--- config.mk ---
export PLATFORM = sky130hd
export DESIGN_NAME = ras_return_address_stack
export DESIGN_NICKNAME = d
export VERILOG_FILES = /design/src/ras_pkg.sv /design/src/ras_return_address_stack.sv
export SDC_FILE = /design/constraint.sdc
export NUM_CORES = 1
export LEC_CHECK = 0
export BUFFER_PORTS_ARGS = -buffer_cell sky130_fd_sc_hd__buf_2
export CAP_MARGIN = 20
export CORE_ASPECT_RATIO = 0.8
export CORE_MARGIN = 4
export CORE_UTILIZATION = 38
export DETAILED_ROUTE_END_ITERATION = 10
export SYNTH_ARGS = -nofsm -noshare
export SYNTH_HDL_FRONTEND = slang
export SYNTH_SLANG_ARGS = --single-unit
--- constraint.sdc ---
create_clock -name ref_clk -period 8.9 [get_ports ref_clk]
set_clock_uncertainty 0.1 [all_clocks]
set_input_delay 0.445 -clock ref_clk [delete_from_list [all_inputs] [get_ports ref_clk]]
set_output_delay 0.445 -clock ref_clk [all_outputs]
set_load 0.005 [all_outputs]
--- src/ras_pkg.sv ---
`default_nettype none
// Shared constants and types of the return address stack.
package ras_pkg;
	// Geometry of the stack and the program counter.
	localparam int PC_W = 21;
	localparam int PTR_W = 5;
	localparam int STACK_DEPTH = 31;
	localparam int FETCH_W = 16;
	localparam int SHADOW_W = 8;
	localparam int WB_AW = 8;
	localparam int WB_DW = 32;

	// Pointer landmarks: zero has no storage, 30 -> 31 is the filling push.
	localparam logic [4:0] PTR_RESET = 5'h00;
	localparam logic [4:0] PTR_FULL_EDGE = 5'h1E;
	localparam logic [4:0] PTR_TOP = 5'h1F;
	localparam logic [4:0] PTR_STEP = 5'h01;

	// Vectors and program space.
	localparam logic [20:0] RESET_VECTOR = 21'h000000;
	localparam logic [20:0] HIGH_VECTOR = 21'h000008;
	localparam logic [20:0] LOW_VECTOR = 21'h000018;
	localparam logic [20:0] FULL_PC_STEP = 21'h000002;
	localparam logic [20:0] IMPL_BYTES = 21'h008000;

	// Register byte addresses on the bus.
	localparam logic [7:0] OFF_POINTER = 8'h00;
	localparam logic [7:0] OFF_TOP_UPPER = 8'h04;
	localparam logic [7:0] OFF_TOP_HIGH = 8'h08;
	localparam logic [7:0] OFF_TOP_LOW = 8'h0C;
	localparam logic [7:0] OFF_CONFIG = 8'h10;

	// Field positions and reset values.
	localparam int FULL_BIT = 7;
	localparam int UNDERFLOW_BIT = 6;
	localparam int ERR_RESET_BIT = 0;
	localparam logic ERR_RESET_RESET = 1'b1;

	// Requests from the instruction sequencer.
	typedef enum logic [3:0] {
		RAS_OP_NONE,
		RAS_OP_CALL,
		RAS_OP_CALL_FAST,
		RAS_OP_INT_HIGH,
		RAS_OP_INT_LOW,
		RAS_OP_RETURN,
		RAS_OP_RETURN_FAST,
		RAS_OP_PUSH,
		RAS_OP_POP
	} ras_op_t;
endpackage
`default_nettype wire

--- src/ras_return_address_stack.sv ---
// The register offsets and register access over Wishbone are this design's own decisions.
`timescale 1ns/1ps
`default_nettype none
module ras_return_address_stack (
	input wire logic ref_clk,
	input wire logic nrst,
	input wire logic sysReset,
	input wire logic wb_cyc_i,
	input wire logic wb_stb_i,
	input wire logic wb_we_i,
	input wire logic [7:0] wb_adr_i,
	input wire logic [3:0] wb_sel_i,
	input wire logic [31:0] wb_dat_i,
	output logic [31:0] wb_dat_o,
	output logic wb_ack_o,
	input wire logic seqValid,
	input wire ras_pkg::ras_op_t seqOp,
	input wire logic [20:0] seqPc,
	input wire logic [7:0] statusIn,
	input wire logic [7:0] workIn,
	input wire logic [7:0] bankIn,
	output logic pcLoad,
	output logic [20:0] pcNext,
	output logic restoreLoad,
	output logic [7:0] statusOut,
	output logic [7:0] workOut,
	output logic [7:0] bankOut,
	output logic devResetReq,
	input wire logic [20:0] fetchAddr,
	input wire logic [15:0] romData,
	output logic [15:0] fetchData
);

	// Address match used by every register decode.
	function automatic logic hitReg(input logic [7:0] adr, input logic [7:0] off);
		hitReg = (adr == off);
	endfunction

	// Storage: index zero has no entry behind it.
	logic [20:0] stackMem [1:ras_pkg::STACK_DEPTH];
	logic [4:0] ptr_q;
	logic [4:0] ptr_d;
	logic full_q;
	logic full_d;
	logic under_q;
	logic under_d;
	logic errResetEn_q;
	logic ack_q;
	logic [31:0] rdata_q;
	logic [31:0] rdata_d;
	logic pcLoad_q;
	logic pcLoad_d;
	logic [20:0] pcNext_q;
	logic [20:0] pcNext_d;
	logic devReset_q;
	logic restoreLoad_q;
	logic [7:0] shStatus_q;
	logic [7:0] shWork_q;
	logic [7:0] shBank_q;
	logic [7:0] statusOut_q;
	logic [7:0] workOut_q;
	logic [7:0] bankOut_q;
	logic [15:0] fetchData_q;

	// Request classes from the sequencer.
	wire isInt = seqValid && (seqOp == ras_pkg::RAS_OP_INT_HIGH || seqOp == ras_pkg::RAS_OP_INT_LOW);
	wire isCall = seqValid && (seqOp == ras_pkg::RAS_OP_CALL || seqOp == ras_pkg::RAS_OP_CALL_FAST);
	wire isRet = seqValid && (seqOp == ras_pkg::RAS_OP_RETURN || seqOp == ras_pkg::RAS_OP_RETURN_FAST);
	wire isExplPush = seqValid && seqOp == ras_pkg::RAS_OP_PUSH;
	wire isExplPop = seqValid && seqOp == ras_pkg::RAS_OP_POP;
	wire isPushOp = isCall || isInt || isExplPush;
	wire isPopOp = isRet || isExplPop;
	wire isShadowLoad = isInt || (seqValid && seqOp == ras_pkg::RAS_OP_CALL_FAST);

	// Stack condition decode.
	wire atZero = (ptr_q == ras_pkg::PTR_RESET);
	wire atTop = (ptr_q == ras_pkg::PTR_TOP);
	wire pushFull = isPushOp && (ptr_q == ras_pkg::PTR_FULL_EDGE);
	wire pushBlocked = isPushOp && atTop;
	wire popUnder = isPopOp && atZero;
	wire errEvent = errResetEn_q && (pushFull || popUnder);
	wire [20:0] pushValue = (pushFull && errResetEn_q) ? seqPc + ras_pkg::FULL_PC_STEP : seqPc;
	wire [20:0] topEntry = atZero ? 21'h000000 : stackMem[ptr_q];

	// Bus decode: the sequencer owns the stack in any cycle it asks, so a bus
	// access waits; this keeps a push and a top write from hitting one entry.
	wire busReq = wb_cyc_i && wb_stb_i && !ack_q && !seqValid;
	wire busWr = busReq && wb_we_i && wb_sel_i[0];
	wire selPtr = hitReg(wb_adr_i, ras_pkg::OFF_POINTER);
	wire selUp = hitReg(wb_adr_i, ras_pkg::OFF_TOP_UPPER);
	wire selHi = hitReg(wb_adr_i, ras_pkg::OFF_TOP_HIGH);
	wire selLo = hitReg(wb_adr_i, ras_pkg::OFF_TOP_LOW);
	wire selCfg = hitReg(wb_adr_i, ras_pkg::OFF_CONFIG);
	wire ptrWr = busWr && selPtr;
	wire tosWr = busWr && (selUp || selHi || selLo) && !atZero;
	wire [20:0] tosMerged = {selUp ? wb_dat_i[4:0] : topEntry[20:16],
		selHi ? wb_dat_i[7:0] : topEntry[15:8],
		selLo ? wb_dat_i[7:0] : topEntry[7:0]};

	// Single write port: a push writes the slot above the old pointer.
	wire memWe = (isPushOp && !pushBlocked) || tosWr;
	wire [4:0] memAddr = isPushOp ? ptr_q + ras_pkg::PTR_STEP : ptr_q;
	wire [20:0] memData = isPushOp ? pushValue : tosMerged;

	// The array has no reset; pointer zero guards every read of stale words.
	always_ff @(posedge ref_clk)
	begin
		if (memWe)
			stackMem[memAddr] <= memData;
	end

	// Pointer next value; a stack error with the reset option drops it to zero.
	always_comb
	begin
		ptr_d = ptr_q;
		if (sysReset || errEvent)
			ptr_d = ras_pkg::PTR_RESET;
		else if (isPushOp && !atTop)
			ptr_d = ptr_q + ras_pkg::PTR_STEP;
		else if (isPopOp && !atZero)
			ptr_d = ptr_q - ras_pkg::PTR_STEP;
		else if (ptrWr)
			ptr_d = wb_dat_i[4:0];
	end

	// Flags: a write of zero clears, a hardware set in the same cycle wins.
	assign full_d = (full_q && !(ptrWr && !wb_dat_i[ras_pkg::FULL_BIT]))
		|| pushFull || pushBlocked;
	assign under_d = (under_q && !(ptrWr && !wb_dat_i[ras_pkg::UNDERFLOW_BIT]))
		|| popUnder;

	// Read mux; bit 5 of the pointer register and unmapped words read zero.
	always_comb
	begin
		rdata_d = 32'h00000000;
		if (selPtr)
			rdata_d = {24'h000000, full_q, under_q, 1'b0, ptr_q};
		else if (selUp)
			rdata_d = {27'h0000000, topEntry[20:16]};
		else if (selHi)
			rdata_d = {24'h000000, topEntry[15:8]};
		else if (selLo)
			rdata_d = {24'h000000, topEntry[7:0]};
		else if (selCfg)
			rdata_d = {31'h00000000, errResetEn_q};
	end

	// Program counter requests: vectors, returns, and the reset vector after
	// any reset. A call loads the PC only through a stack error reset; the PC latches live outside.
	always_comb
	begin
		pcLoad_d = 1'b0;
		pcNext_d = pcNext_q;
		if (sysReset || errEvent)
		begin
			pcLoad_d = 1'b1;
			pcNext_d = ras_pkg::RESET_VECTOR;
		end
		else if (seqValid && seqOp == ras_pkg::RAS_OP_INT_HIGH)
		begin
			pcLoad_d = 1'b1;
			pcNext_d = ras_pkg::HIGH_VECTOR;
		end
		else if (seqValid && seqOp == ras_pkg::RAS_OP_INT_LOW)
		begin
			pcLoad_d = 1'b1;
			pcNext_d = ras_pkg::LOW_VECTOR;
		end
		else if (isRet)
		begin
			pcLoad_d = 1'b1;
			pcNext_d = topEntry;
		end
	end

	// Flags survive every reset except power-on.
	always_ff @(posedge ref_clk or negedge nrst)
	begin
		if (!nrst)
		begin
			full_q <= 1'b0;
			under_q <= 1'b0;
		end
		else
		begin
			full_q <= full_d;
			under_q <= under_d;
		end
	end

	// Pointer and configuration.
	always_ff @(posedge ref_clk or negedge nrst)
	begin
		if (!nrst)
		begin
			ptr_q <= ras_pkg::PTR_RESET;
			errResetEn_q <= ras_pkg::ERR_RESET_RESET;
		end
		else
		begin
			ptr_q <= ptr_d;
			if (busWr && selCfg)
				errResetEn_q <= wb_dat_i[ras_pkg::ERR_RESET_BIT];
		end
	end

	// Bus answer: ack one cycle after the request is taken, then dropped.
	always_ff @(posedge ref_clk or negedge nrst)
	begin
		if (!nrst)
		begin
			ack_q <= 1'b0;
			rdata_q <= 32'h00000000;
		end
		else
		begin
			ack_q <= busReq;
			if (busReq)
				rdata_q <= rdata_d;
		end
	end

	// Sequencer answers; the load pulse is high during reset so the core
	// starts at the reset vector.
	always_ff @(posedge ref_clk or negedge nrst)
	begin
		if (!nrst)
		begin
			pcLoad_q <= 1'b1;
			pcNext_q <= ras_pkg::RESET_VECTOR;
			devReset_q <= 1'b0;
		end
		else
		begin
			pcLoad_q <= pcLoad_d;
			pcNext_q <= pcNext_d;
			devReset_q <= errEvent;
		end
	end

	// One-deep shadows: a later interrupt simply overwrites an earlier save.
	always_ff @(posedge ref_clk or negedge nrst)
	begin
		if (!nrst)
		begin
			shStatus_q <= 8'h00;
			shWork_q <= 8'h00;
			shBank_q <= 8'h00;
			restoreLoad_q <= 1'b0;
			statusOut_q <= 8'h00;
			workOut_q <= 8'h00;
			bankOut_q <= 8'h00;
		end
		else
		begin
			if (isShadowLoad)
			begin
				shStatus_q <= statusIn;
				shWork_q <= workIn;
				shBank_q <= bankIn;
			end
			restoreLoad_q <= seqValid && seqOp == ras_pkg::RAS_OP_RETURN_FAST;
			if (seqValid && seqOp == ras_pkg::RAS_OP_RETURN_FAST)
			begin
				statusOut_q <= shStatus_q;
				workOut_q <= shWork_q;
				bankOut_q <= shBank_q;
			end
		end
	end

	// Unimplemented program space reads as zero, which decodes as a no-op.
	always_ff @(posedge ref_clk or negedge nrst)
	begin
		if (!nrst)
			fetchData_q <= 16'h0000;
		else
			fetchData_q <= (fetchAddr < ras_pkg::IMPL_BYTES) ? romData : 16'h0000;
	end

	// Outputs straight from the flip-flops.
	assign wb_ack_o = ack_q;
	assign wb_dat_o = rdata_q;
	assign pcLoad = pcLoad_q;
	assign pcNext = pcNext_q;
	assign restoreLoad = restoreLoad_q;
	assign statusOut = statusOut_q;
	assign workOut = workOut_q;
	assign bankOut = bankOut_q;
	assign devResetReq = devReset_q;
	assign fetchData = fetchData_q;
endmodule
`default_nettype wire

==> results of run 1 <==
through the flow:
stage / power [mW] / cells / setup WS, ns / util, %
6_report: 8.07 / 3155 / 3.70 / 44.7
5_1_grt: 8.33 / 3155 / 3.44 / 44.7
4_1_cts: 8.09 / 3149 / 3.74 / 44.6
3_5_place_dp: 5.05 / 2977 / 3.79 / 41.2
3_3_place_gp: 5.01 / 2975 / 3.82 / 41.2
2_1_floorplan: 4.67 / 1775 / 4.74 / -
flip-flops by register name, indices dropped and copies added (netlist names), 5 cells and up:
name and cells:
wb_dat_o 8, pcNext 21, fetchData 16, shStatus_q 8
workOut 8, bankOut 8, stackMem 651, ptr_q 5
statusOut 8, shWork_q 8, shBank_q 8
synth_stat cells (7+ instances only):
master,number
nand2_1,60
buf_2,32
clkbuf_1,41
xnor2_1,12
buf_6,12
a211o_1,8
mux4_2,128
a21oi_1,41
nand3_1,28
a211oi_1,26
a22o_1,12
nand2b_1,14
edfxtp_1,651
a31oi_1,12
dfrtp_1,103
o22ai_1,13
and3_1,10
o21ai_0,29
a221oi_1,7
xor2_1,12
mux2_2,55
buf_4,29
nor3_1,20
inv_1,10
and2_1,21
nor2b_1,11
o221ai_1,7
a22oi_1,40
mux2i_1,82
nor2_1,104
a21o_1,8
layout make-up:
class	instances	area [um2]	share of cell area (%)
antenna	2	5.00	0.0139
sequential	756	22200	61.5
clock inverter	32	284	0.787
tap	1092	1370	3.79
clock buffer	99	2050	5.68
timing repair buffer	277	1880	5.20
multi-input combinational	886	8260	22.9
inverter	11	41.3	0.114
worst reg2reg max path, stage by stage (launching register included):
cell and delay [ns]:
dfrtp_4 0.96, inv_1 0.58, ha_1 0.47, nand3_1 0.54
nand3_1 0.14, o21ai_1 0.35, o21ai_1 0.42, nor2_2 0.90
buf_4 0.41
cell families after synthesis:
| family | after synthesis |
|---|---|
| other cells | 1 |
| simple gates | 312 |
| buf+inv | 133 |
| mux | 265 |
| compound gates | 255 |
| flops | 756 |
| xor+xnor | 24 |
| fa+ha+maj | 6 |
worst max-delay path by stage:
stage	startpoint	endpoint	slack [ns]	depth (start not counted)
2_1_floorplan	ptr_q[0]	stackMem[10][19]	4.74	13
3_3_place_gp	ptr_q[0]	stackMem[29][12]	3.82	8
3_5_place_dp	ptr_q[0]	stackMem[14][13]	3.79	8
4_1_cts	ptr_q[0]	stackMem[29][12]	3.74	8
5_1_grt	ptr_q[0]	stackMem[13][14]	3.44	8
6_report	ptr_q[0]	stackMem[13][14]	3.70	8
per-layer routing:
layer  vias up  routed length, um
met5         -                  0
met4         0               1750
met3       134               7650
met2       772              39300
met1      9380              37600
li1       7483                  -
power breakdown:
group | internal, mW | leakage, nW | switching [mW]
clock | 1.74 | 1.14 | 1.32
sequential | 4.07 | 7.28 | 0.0618
combinational | 0.320 | 3.75 | 0.560
total | 6.13 | 12.2 | 1.94
timing repair:
action / 4_1_cts / 5_1_grt
hold buffers: 41 / 0
setup buffers: 0 / 0
hold endpoints to repair: 90 / 0
==> summary.txt, run 1 <==
Status
  • Outcome: finished, final reports clean

Cells and area
  • Fillcell total: 6,967
  • Most frequent cells in the layout: edfxtp_1 (651), buf_2 (167), mux4_2 (128), dfrtp_1 (98), mux2i_1 (81)
  • Leading cell type in the layout, fill and taps excluded: edfxtp_1
  • Nets: 2,148
  • Layout cell share with drive strength beyond 1: 29.3%
  • Post-route cell area: 36,100 um2
  • Synthesis-to-layout area growth: 16.6%

Floorplanning
  • Height of the die: 263 um
  • Core area: 80,600 um2
  • Row count: 93
  • Die W: 327 um
  • DIE AREA: 86,100 um2
  • I/O pin total: 234
  • Initial core utilization: 38.4%

Detailed routing
  • Wire per inst: 27.4 um
  • Drt initial violations: 2,351
  • Routed Antenna Nets: 0
  • Drt total wl: 86,300 um
  • DR vias: 17,800
  • Drt pass-1 iters: 5
  • DRC violations left: 0
  • Via density per instance: 5.63

Clock network
  • Root Driver: clkbuf_16
  • CTS Buf Count: 73
  • Clock buffer depth: 3
  • CTS-repair resized insts: 0
  • TritonCTS clock tree: done
  • H-tree depth: 3
  • Worst-path clk slew: 0.07 ns
  • Sink Count: 756
  • Clock latency on the worst-skew pair: 0.62 ns

STA
  • F_max: 192 MHz
  • Endpoints failing setup: 0
  • Period utilisation layout: 58.4%
  • Slew @ Worst Pin: 1.22 ns
  • RSZ-0062 raised after global routing: no
  • Setup TNS: 0 ns
  • Slew HR: 17.9%
  • Slew Limit Fails: 0
  • Hold slack: 0.0578 ns
  • Tmin final: 5.20 ns
  • Final hold viol count: 0

Synth
  • Async set or reset register ratio after synthesis: 13.9%
  • Multiplexer share of the synthesized area: 14.0%
  • Synth top area cells: edfxtp_1 (63%), mux4_2 (9.3%), dfrtp_1 (8.3%), mux2i_1 (2.7%), mux2_2 (2.0%)
  • Post-synthesis cell count: 1,752
  • Largest family of logic cells by synthesized area: multiplexers
  • Synth Flop Type: edfxtp_1
  • Synthesized-area fraction occupied by adder cells: 0.243%
  • Post-synth EDFFs: 651
  • Number of warnings issued by yosys: 0
  • Seq cells post-synth: 756
  • Mean Syn Cell Area: 17.7 um2
  • Post-Synthesis Cell Area: 30,900 um2
  • Distinct cells, synth: 81
  • XOR/XNOR Fraction of Synth Area: 0.679%
  • Synth area leader: edfxtp_1
  • Seq/Total Area, Yosys: 71.7%
  • Synth top area share: 63.2%
  • Post-Synth Simple-Gate Area: 5.13%
  • Synth Area in Compound Gates: 5.80%

Power and ir drop
  • Pwr dens: 224 nW/um2
  • Leak Pwr: 12.2 nW
  • Worst VDD drop: 0.136 mV

Global route
  • Grt peak-use layer: met2
  • Largest net degree at the start of global routing: 129
  • Global-route wire length before repair: 124,000 um
  • Met3 Use GR: 4.77%
  • Global routing usage on met2: 29.5%
  • Vias in the first global route: 17,600
  • Initial antenna violation count: 4
  • Total congestion overflow: 0
  • Met1 Track Usage GR: 29.3%
  • Aggregate global-route resource usage: 19.7%

Critical path
  • Cell family with most CP delay: simple AND/OR/NAND/NOR gates
  • Slowest CP cell: dfrtp_4
  • Crit-path cells: inv_1, ha_1, nand3_1, nand3_1, o21ai_1, o21ai_1, nor2_2, buf_4
  • Worst Setup End Kind: register
  • Worst Path Buf+Inv: 2
  • Worst r2r src: ptr_q[0]
  • WP data required: 9.08 ns
  • Startpoint types: register
  • Max stage delay on crit path: 0.96 ns
  • R2r worst-path depth: 8
  • Reg2reg setup slack: 3.70 ns
  • FF-to-FF End: stackMem[13][14]
  • Critical setup path kind: reg2reg
  • CP max FO: 43
  • CP arrival: 5.38 ns

Hold path
  • Worst Min Path Start: wb_dat_i[6]
  • Worst Hold Class: in2reg
  • WHS Path Cells: 3
  • Hold Path Sink: under_q

Place
  • HPWL Detailed: 54,300 um
  • Port bufs: 167
  • GP Congestion: 0.934
  • Dpl cell area: 33,200 um2

Flow run
  • MaxCap Viol Count: 0
(Power assumes the default switching activity.)
==> run 2, diff against run 1 <==
clock period = 4.27 ns   (was 8.9 ns; I/O delays follow)
==> summary.txt, run 2 (synthesized netlist as in run 1, its figures left out) <==
Floorplanning
  • DIE AREA: 86,100 um2 (unchanged)
  • I/O pin total: 234 (unchanged)
  • Die W: 327 um (unchanged)
  • Height of the die: 263 um (unchanged)
  • Row count: 93 (unchanged)
  • Core area: 80,600 um2 (unchanged)
  • Initial core utilization: 38.4% (unchanged)

STA
  • Period utilisation layout: 92.8% (was 58.4%)
  • F_max: 252 MHz (was 192 MHz)
  • Slew Limit Fails: 0 (unchanged)
  • Final hold viol count: 0 (unchanged)
  • Tmin final: 3.96 ns (was 5.20 ns)
  • Slew HR: 25.6% (was 17.9%)
  • RSZ-0062 raised after global routing: no (unchanged)
  • Slew @ Worst Pin: 1.11 ns (was 1.22 ns)
  • Endpoints failing setup: 0 (unchanged)
  • Setup TNS: 0 ns (unchanged)

Power and ir drop
  • Pwr dens: 450 nW/um2 (was 224 nW/um2)
  • Worst VDD drop: 0.300 mV (was 0.136 mV)
  • Leak Pwr: 12.6 nW (was 12.2 nW)

Detailed routing
  • Drt total wl: 88,200 um (was 86,300 um)
  • Via density per instance: 5.65 (was 5.63)
  • DRC violations left: 0 (unchanged)
  • DR vias: 18,400 (was 17,800)
  • Wire per inst: 27.1 um (was 27.4 um)
  • Drt pass-1 iters: 6 (was 5)
  • Routed Antenna Nets: 0 (unchanged)
  • Drt initial violations: 2,404 (was 2,351)

Clock network
  • Setup Buffers After CTS: 0 (unchanged)
  • Root Driver: clkbuf_16 (unchanged)
  • CTS Buf Count: 71 (was 73)
  • Clock buffer depth: 3 (unchanged)
  • Clock latency on the worst-skew pair: 0.63 ns (was 0.62 ns)
  • TritonCTS clock tree: done (unchanged)
  • H-tree depth: 3 (unchanged)
  • Sink Count: 756 (unchanged)
  • Worst-path clk slew: 0.07 ns (about the same)

Place
  • GP Congestion: 0.917 (was 0.934)
  • Port bufs: 167 (unchanged)
  • Dpl cell area: 33,900 um2 (was 33,200 um2)
  • HPWL Detailed: 56,700 um (was 54,300 um)

Cells and area
  • Synthesis-to-layout area growth: 18.9% (was 16.6%)
  • Largest register FFs: 651 (unchanged)
  • Fillcell total: 6,916 (was 6,967)
  • Reg area: 22,200 um2 (unchanged)
  • Leading cell type in the layout, fill and taps excluded: edfxtp_1 (unchanged)
  • Layout cell share with drive strength beyond 1: 30.2% (was 29.3%)
  • Most frequent cells in the layout: edfxtp_1 (651), buf_2 (166), mux4_2 (128), buf_4 (116), dfrtp_1 (98) (was edfxtp_1 (651), buf_2 (167), mux4_2 (128), dfrtp_1 (98), mux2i_1 (81))
  • Post-route cell area: 36,800 um2 (was 36,100 um2)
  • Nets: 2,243 (was 2,148)
  • Top reg by flops: stackMem (unchanged)
  • Area of the multi-input gates: 8260 um2 (about the same)

Global route
  • Vias in the first global route: 18,000 (was 17,600)
  • Largest net degree at the start of global routing: 81 (was 129)
  • Aggregate global-route resource usage: 20.2% (was 19.7%)
  • Global-route wire length before repair: 127,000 um (was 124,000 um)
  • Initial antenna violation count: 8 (was 4)
  • Total congestion overflow: 0 (unchanged)

Critical path
  • Critical setup path kind: reg2reg (unchanged)
  • Max stage delay on crit path: 0.73 ns (was 0.96 ns)
  • WP data required: 4.47 ns (was 9.08 ns)
  • CP max FO: 75 (was 43)
  • Crit-path cells: buf_12, mux4_2, mux2i_1, o221ai_1, a311oi_1, a21o_1, o21ai_2, buf_4 (was inv_1, ha_1, nand3_1, nand3_1, o21ai_1, o21ai_1, nor2_2, buf_4)
  • Worst Setup End Kind: register (unchanged)
  • Slowest CP cell: a311oi_1 (was dfrtp_4)
  • Reg2reg setup slack: 0.31 ns (was 3.70 ns)
  • Worst Path Buf+Inv: 2 (unchanged)
  • Startpoint types: register (unchanged)
  • CP arrival: 4.16 ns (was 5.38 ns)
  • Cell family with most CP delay: compound AO/OA/AOI/OAI gates (was simple AND/OR/NAND/NOR gates)

Hold path
  • Worst Hold Class: in2reg (unchanged)

Status
  • Outcome: finished, final reports clean (unchanged)

Flow run
  • MaxCap Viol Count: 0 (unchanged)
[run 2: cell count changes in the layout (fill, tap and decap cells not counted), sizes merged]
| cell | previous run | this run |
|---|---|---|
| dlygate4sd3 | 41 | 75 |
| clkbuf | 99 | 96 |
| diode | 2 | 4 |
| inv | 11 | 15 |
| bufinv | 4 | 1 |
| clkinv | 25 | 26 |
| buf | 236 | 298 |
[run 2: path summary, 6_finish.rpt]
path                               startpoint              end  cells after the start
worst max-delay path                 ptr_q[1]  stackMem[9][16]                      8
worst min-delay path              wb_adr_i[4]      wb_dat_o[7]                      4
worst max register to register       ptr_q[1]  stackMem[9][16]                      8
worst min register to register  shStatus_q[5]     statusOut[5]                      1
max in group asynchronous                nrst      shBank_q[5]                      3
min in group asynchronous                nrst    shStatus_q[2]                      2
[run 2: through the flow]
step           power [mW]  setup slack, ns  hold WS (ns)  util, %  std cells
2_1_floorplan        9.73            0.107        -0.182        -       1775
3_3_place_gp         10.6            0.457         0.253     42.0       3041
4_1_cts              16.6            0.438        0.0147     45.6       3247
5_1_grt              17.1            0.275        0.0590     45.6       3250
3_5_place_dp         10.6            0.468         0.263     42.0       3043
6_report             16.6            0.306        0.0716     45.6       3252
[run 2: per-layer routing]
metal  GRT usage [%]  vias up  routed length, um
met5               0        -                  0
met4            5.18        0               2030
met3            4.55      137               8140
met2            30.4      845              40000
met1            29.8     9727              38000
li1                -     7676                  -
[run 2: worst register-to-register path, cell delays in order (launching register included)]
cell	delay, ns
dfrtp_4	0.52
buf_12	0.43
mux4_2	0.63
mux2i_1	0.44
o221ai_1	0.21
a311oi_1	0.73
a21o_1	0.24
o21ai_2	0.05
buf_4	0.25
[run 2: where the power goes]
group	internal [mW]	leakage [nW]	switching, mW
combinational	0.713	4.27	1.23
sequential	8.48	7.28	0.115
clock	3.29	1.04	2.72
[run 2: final cells by class]
type / count / share of cell area [%]
sequential: 756 / 60.3
multi-input combinational: 886 / 22.4
timing repair buffer: 374 / 7.53
clock buffer: 95 / 5.31
tap: 1092 / 3.71
clock inverter: 34 / 0.544
inverter: 11 / 0.112
antenna: 4 / 0.0272
[run 2: timing repair]
item / 4_1_cts / 5_1_grt
gates resized for setup: 0 / 0
endpoints found under the hold margin: 114 / 0
hold buffers: 75 / 0
==> run 3, diff against run 2 <==
CORE_MARGIN = not set   (was 4)
CTS_BUF_LIST = sky130_fd_sc_hd__clkbuf_4 sky130_fd_sc_hd__clkbuf_8   (was not set)
==> summary.txt, run 3 (synthesized netlist as in run 1, its figures left out) <==
STA
  • Slew Limit Fails: 0 (unchanged)
  • Final hold viol count: 0 (unchanged)
  • Period utilisation layout: 98.6% (was 92.8%)
  • Tmin final: 4.21 ns (was 3.96 ns)
  • Slew @ Worst Pin: 1.28 ns (was 1.11 ns)
  • Slew HR: 14.9% (was 25.6%)
  • Setup TNS: 0 ns (unchanged)
  • RSZ-0062 raised after global routing: no (unchanged)
  • Endpoints failing setup: 0 (unchanged)
  • F_max: 238 MHz (was 252 MHz)

Place
  • HPWL Detailed: 57,400 um (was 56,700 um)
  • GP Congestion: 0.910 (was 0.917)
  • Dpl cell area: 33,900 um2 (unchanged)
  • Port bufs: 167 (unchanged)
  • Placed Instances: 3,046 (was 3,043)

Floorplanning
  • Height of the die: 257 um (was 263 um)
  • Row count: 93 (unchanged)
  • Initial core utilization: 38.4% (about the same)
  • I/O pin total: 234 (unchanged)
  • Core area: 80,500 um2 (was 80,600 um2)
  • DIE AREA: 82,600 um2 (was 86,100 um2)
  • Die W: 321 um (was 327 um)

Global route
  • Global-route wire length before repair: 127,000 um (about the same)
  • Largest net degree at the start of global routing: 57 (was 81)
  • Total congestion overflow: 0 (unchanged)
  • Aggregate global-route resource usage: 21.4% (was 20.2%)
  • Vias in the first global route: 18,500 (was 18,000)
  • Initial antenna violation count: 9 (was 8)

Power and ir drop
  • Leak Pwr: 12.9 nW (was 12.6 nW)
  • Pwr dens: 449 nW/um2 (was 450 nW/um2)
  • Worst VDD drop: 0.246 mV (was 0.300 mV)
  • Logic pwr share: 12.2% (was 11.7%)
  • Sequential fraction of design power: 51.5% (was 51.9%)
  • Internal power: 12.5 mW (about the same)
  • Sw frac: 25.2% (was 24.6%)
  • Clk pwr share: 36.3% (about the same)
  • Net Sw Power: 4.19 mW (was 4.07 mW)

Clock network
  • Worst-path clk slew: 0.07 ns (about the same)
  • CTS Buf Count: 114 (was 71)
  • Sink Count: 756 (unchanged)
  • Clock latency on the worst-skew pair: 0.77 ns (was 0.63 ns)
  • Clock buffer depth: 3 (unchanged)
  • H-tree depth: 3 (unchanged)
  • TritonCTS clock tree: done (unchanged)
  • Root Driver: clkbuf_8 (was clkbuf_16)

Critical path
  • CP Launch Point: ptr_q[1] (unchanged)
  • Reg2reg setup slack: 0.06 ns (was 0.31 ns)
  • WP data required: 4.74 ns (was 4.47 ns)
  • Critical setup path kind: reg2reg (unchanged)
  • CP endpoint: stackMem[6][4] (was stackMem[9][16])
  • Worst Setup End Kind: register (unchanged)
  • Worst r2r src: ptr_q[1] (unchanged)
  • R2r worst-path depth: 8 (unchanged)
  • CP max FO: 20 (was 75)
  • FF-to-FF End: stackMem[6][4] (was stackMem[9][16])
  • CP arrival: 4.68 ns (was 4.16 ns)
  • Startpoint types: register (unchanged)

Cells and area
  • Post-route cell area: 37,100 um2 (was 36,800 um2)
  • Leading cell type in the layout, fill and taps excluded: edfxtp_1 (unchanged)
  • Layout Cells excl Fill: 3,356 (was 3,252)
  • Top reg by flops: stackMem (unchanged)
  • Fillcell total: 6,969 (was 6,916)
  • Largest register FFs: 651 (unchanged)
  • Nets: 2,306 (was 2,243)
  • Layout cell share with drive strength beyond 1: 33.7% (was 30.2%)
  • Most frequent cells in the layout: edfxtp_1 (651), buf_2 (167), mux4_2 (128), clkbuf_8 (125), buf_4 (120) (was edfxtp_1 (651), buf_2 (166), mux4_2 (128), buf_4 (116), dfrtp_1 (98))
  • Synthesis-to-layout area growth: 20.0% (was 18.9%)

Detailed routing
  • Routed Antenna Nets: 0 (unchanged)
  • Drt pass-1 iters: 5 (was 6)
  • Wire per inst: 26.4 um (was 27.1 um)
  • Drt total wl: 88,700 um (was 88,200 um)
  • DR vias: 18,500 (was 18,400)
  • Drt initial violations: 2,144 (was 2,404)
  • Via density per instance: 5.51 (was 5.65)
  • DRC violations left: 0 (unchanged)

Flow run
  • MaxCap Viol Count: 0 (unchanged)

Hold path
  • Worst Min Path Start: seqOp[3] (was wb_adr_i[4])
  • Worst Hold Class: in2reg (unchanged)

Status
  • Outcome: finished, final reports clean (unchanged)
==> run 3: power by group through the flow <==
stage               clock (mW)  combinational [mW]  sequential [mW]
floorplan                    0                1.00             8.73
global placement             0                1.88             8.73
detailed placement           0                1.94             8.74
CTS                       6.15                2.00             8.58
global route              6.46                2.13             8.60
finish                    6.04                2.03             8.59
==> run 3: area by class of cell <==
| cell class | instances | area (um2) | share of cell area, % |
|---|---|---|---|
| flip-flops and latches | 756 | 22200 | 59.8 |
| multi-input cells | 886 | 8250 | 22.2 |
| repair buffers | 394 | 2940 | 7.93 |
| clock buffers | 174 | 2090 | 5.62 |
| well taps | 1092 | 1370 | 3.68 |
| clock inverters | 37 | 239 | 0.644 |
| inverters | 11 | 41.3 | 0.111 |
| diodes | 6 | 15.0 | 0.0404 |
==> run 3: worst max-delay path, cell delays in order (launching register included) <==
cell and delay, ns:
dfrtp_4 0.60, buf_4 0.28, buf_4 0.28, a211oi_1 0.62, o21ai_0 0.21, a31oi_1 0.37, nand2_1 0.11, a22oi_2 1.01
buf_4 0.37
==> run 3: what timing repair did <==
item,CTS,global route
buffers inserted,0,0
endpoints found under the hold margin,154,0
gates resized for setup,0,0
hold buffers,91,0
==> run 3: stage by stage <==
step                setup WS, ns  utilization, %  power [mW]  hold WS (ns)
finish                    0.0602            46.1        16.7        0.0892
global route              0.0955            46.1        17.2        0.0841
CTS                        0.304            46.1        16.7        0.0366
detailed placement         0.350            42.1        10.7         0.260
global placement           0.428            42.0        10.6         0.240
floorplan                  0.107               -        9.73        -0.182
==> run 3: metal layers <==
layer  vias to the layer above  share of wire (%)  track usage [%]
met5                         -              0.037                0
met4                         6                2.1             5.36
met3                       139                 10             6.56
met2                       901                 45             31.3
met1                      9612                 43             30.9
li1                       7840                  -                -
==> run 3: how the worst min path moves through the flow <==
stage,end,slack [ns],cells after the start
floorplan,bankOut[0],-0.18,0
global placement,bankOut[0],0.24,1
detailed placement,bankOut[0],0.26,1
CTS,restoreLoad,0.04,4
global route,restoreLoad,0.08,3
finish,restoreLoad,0.09,4
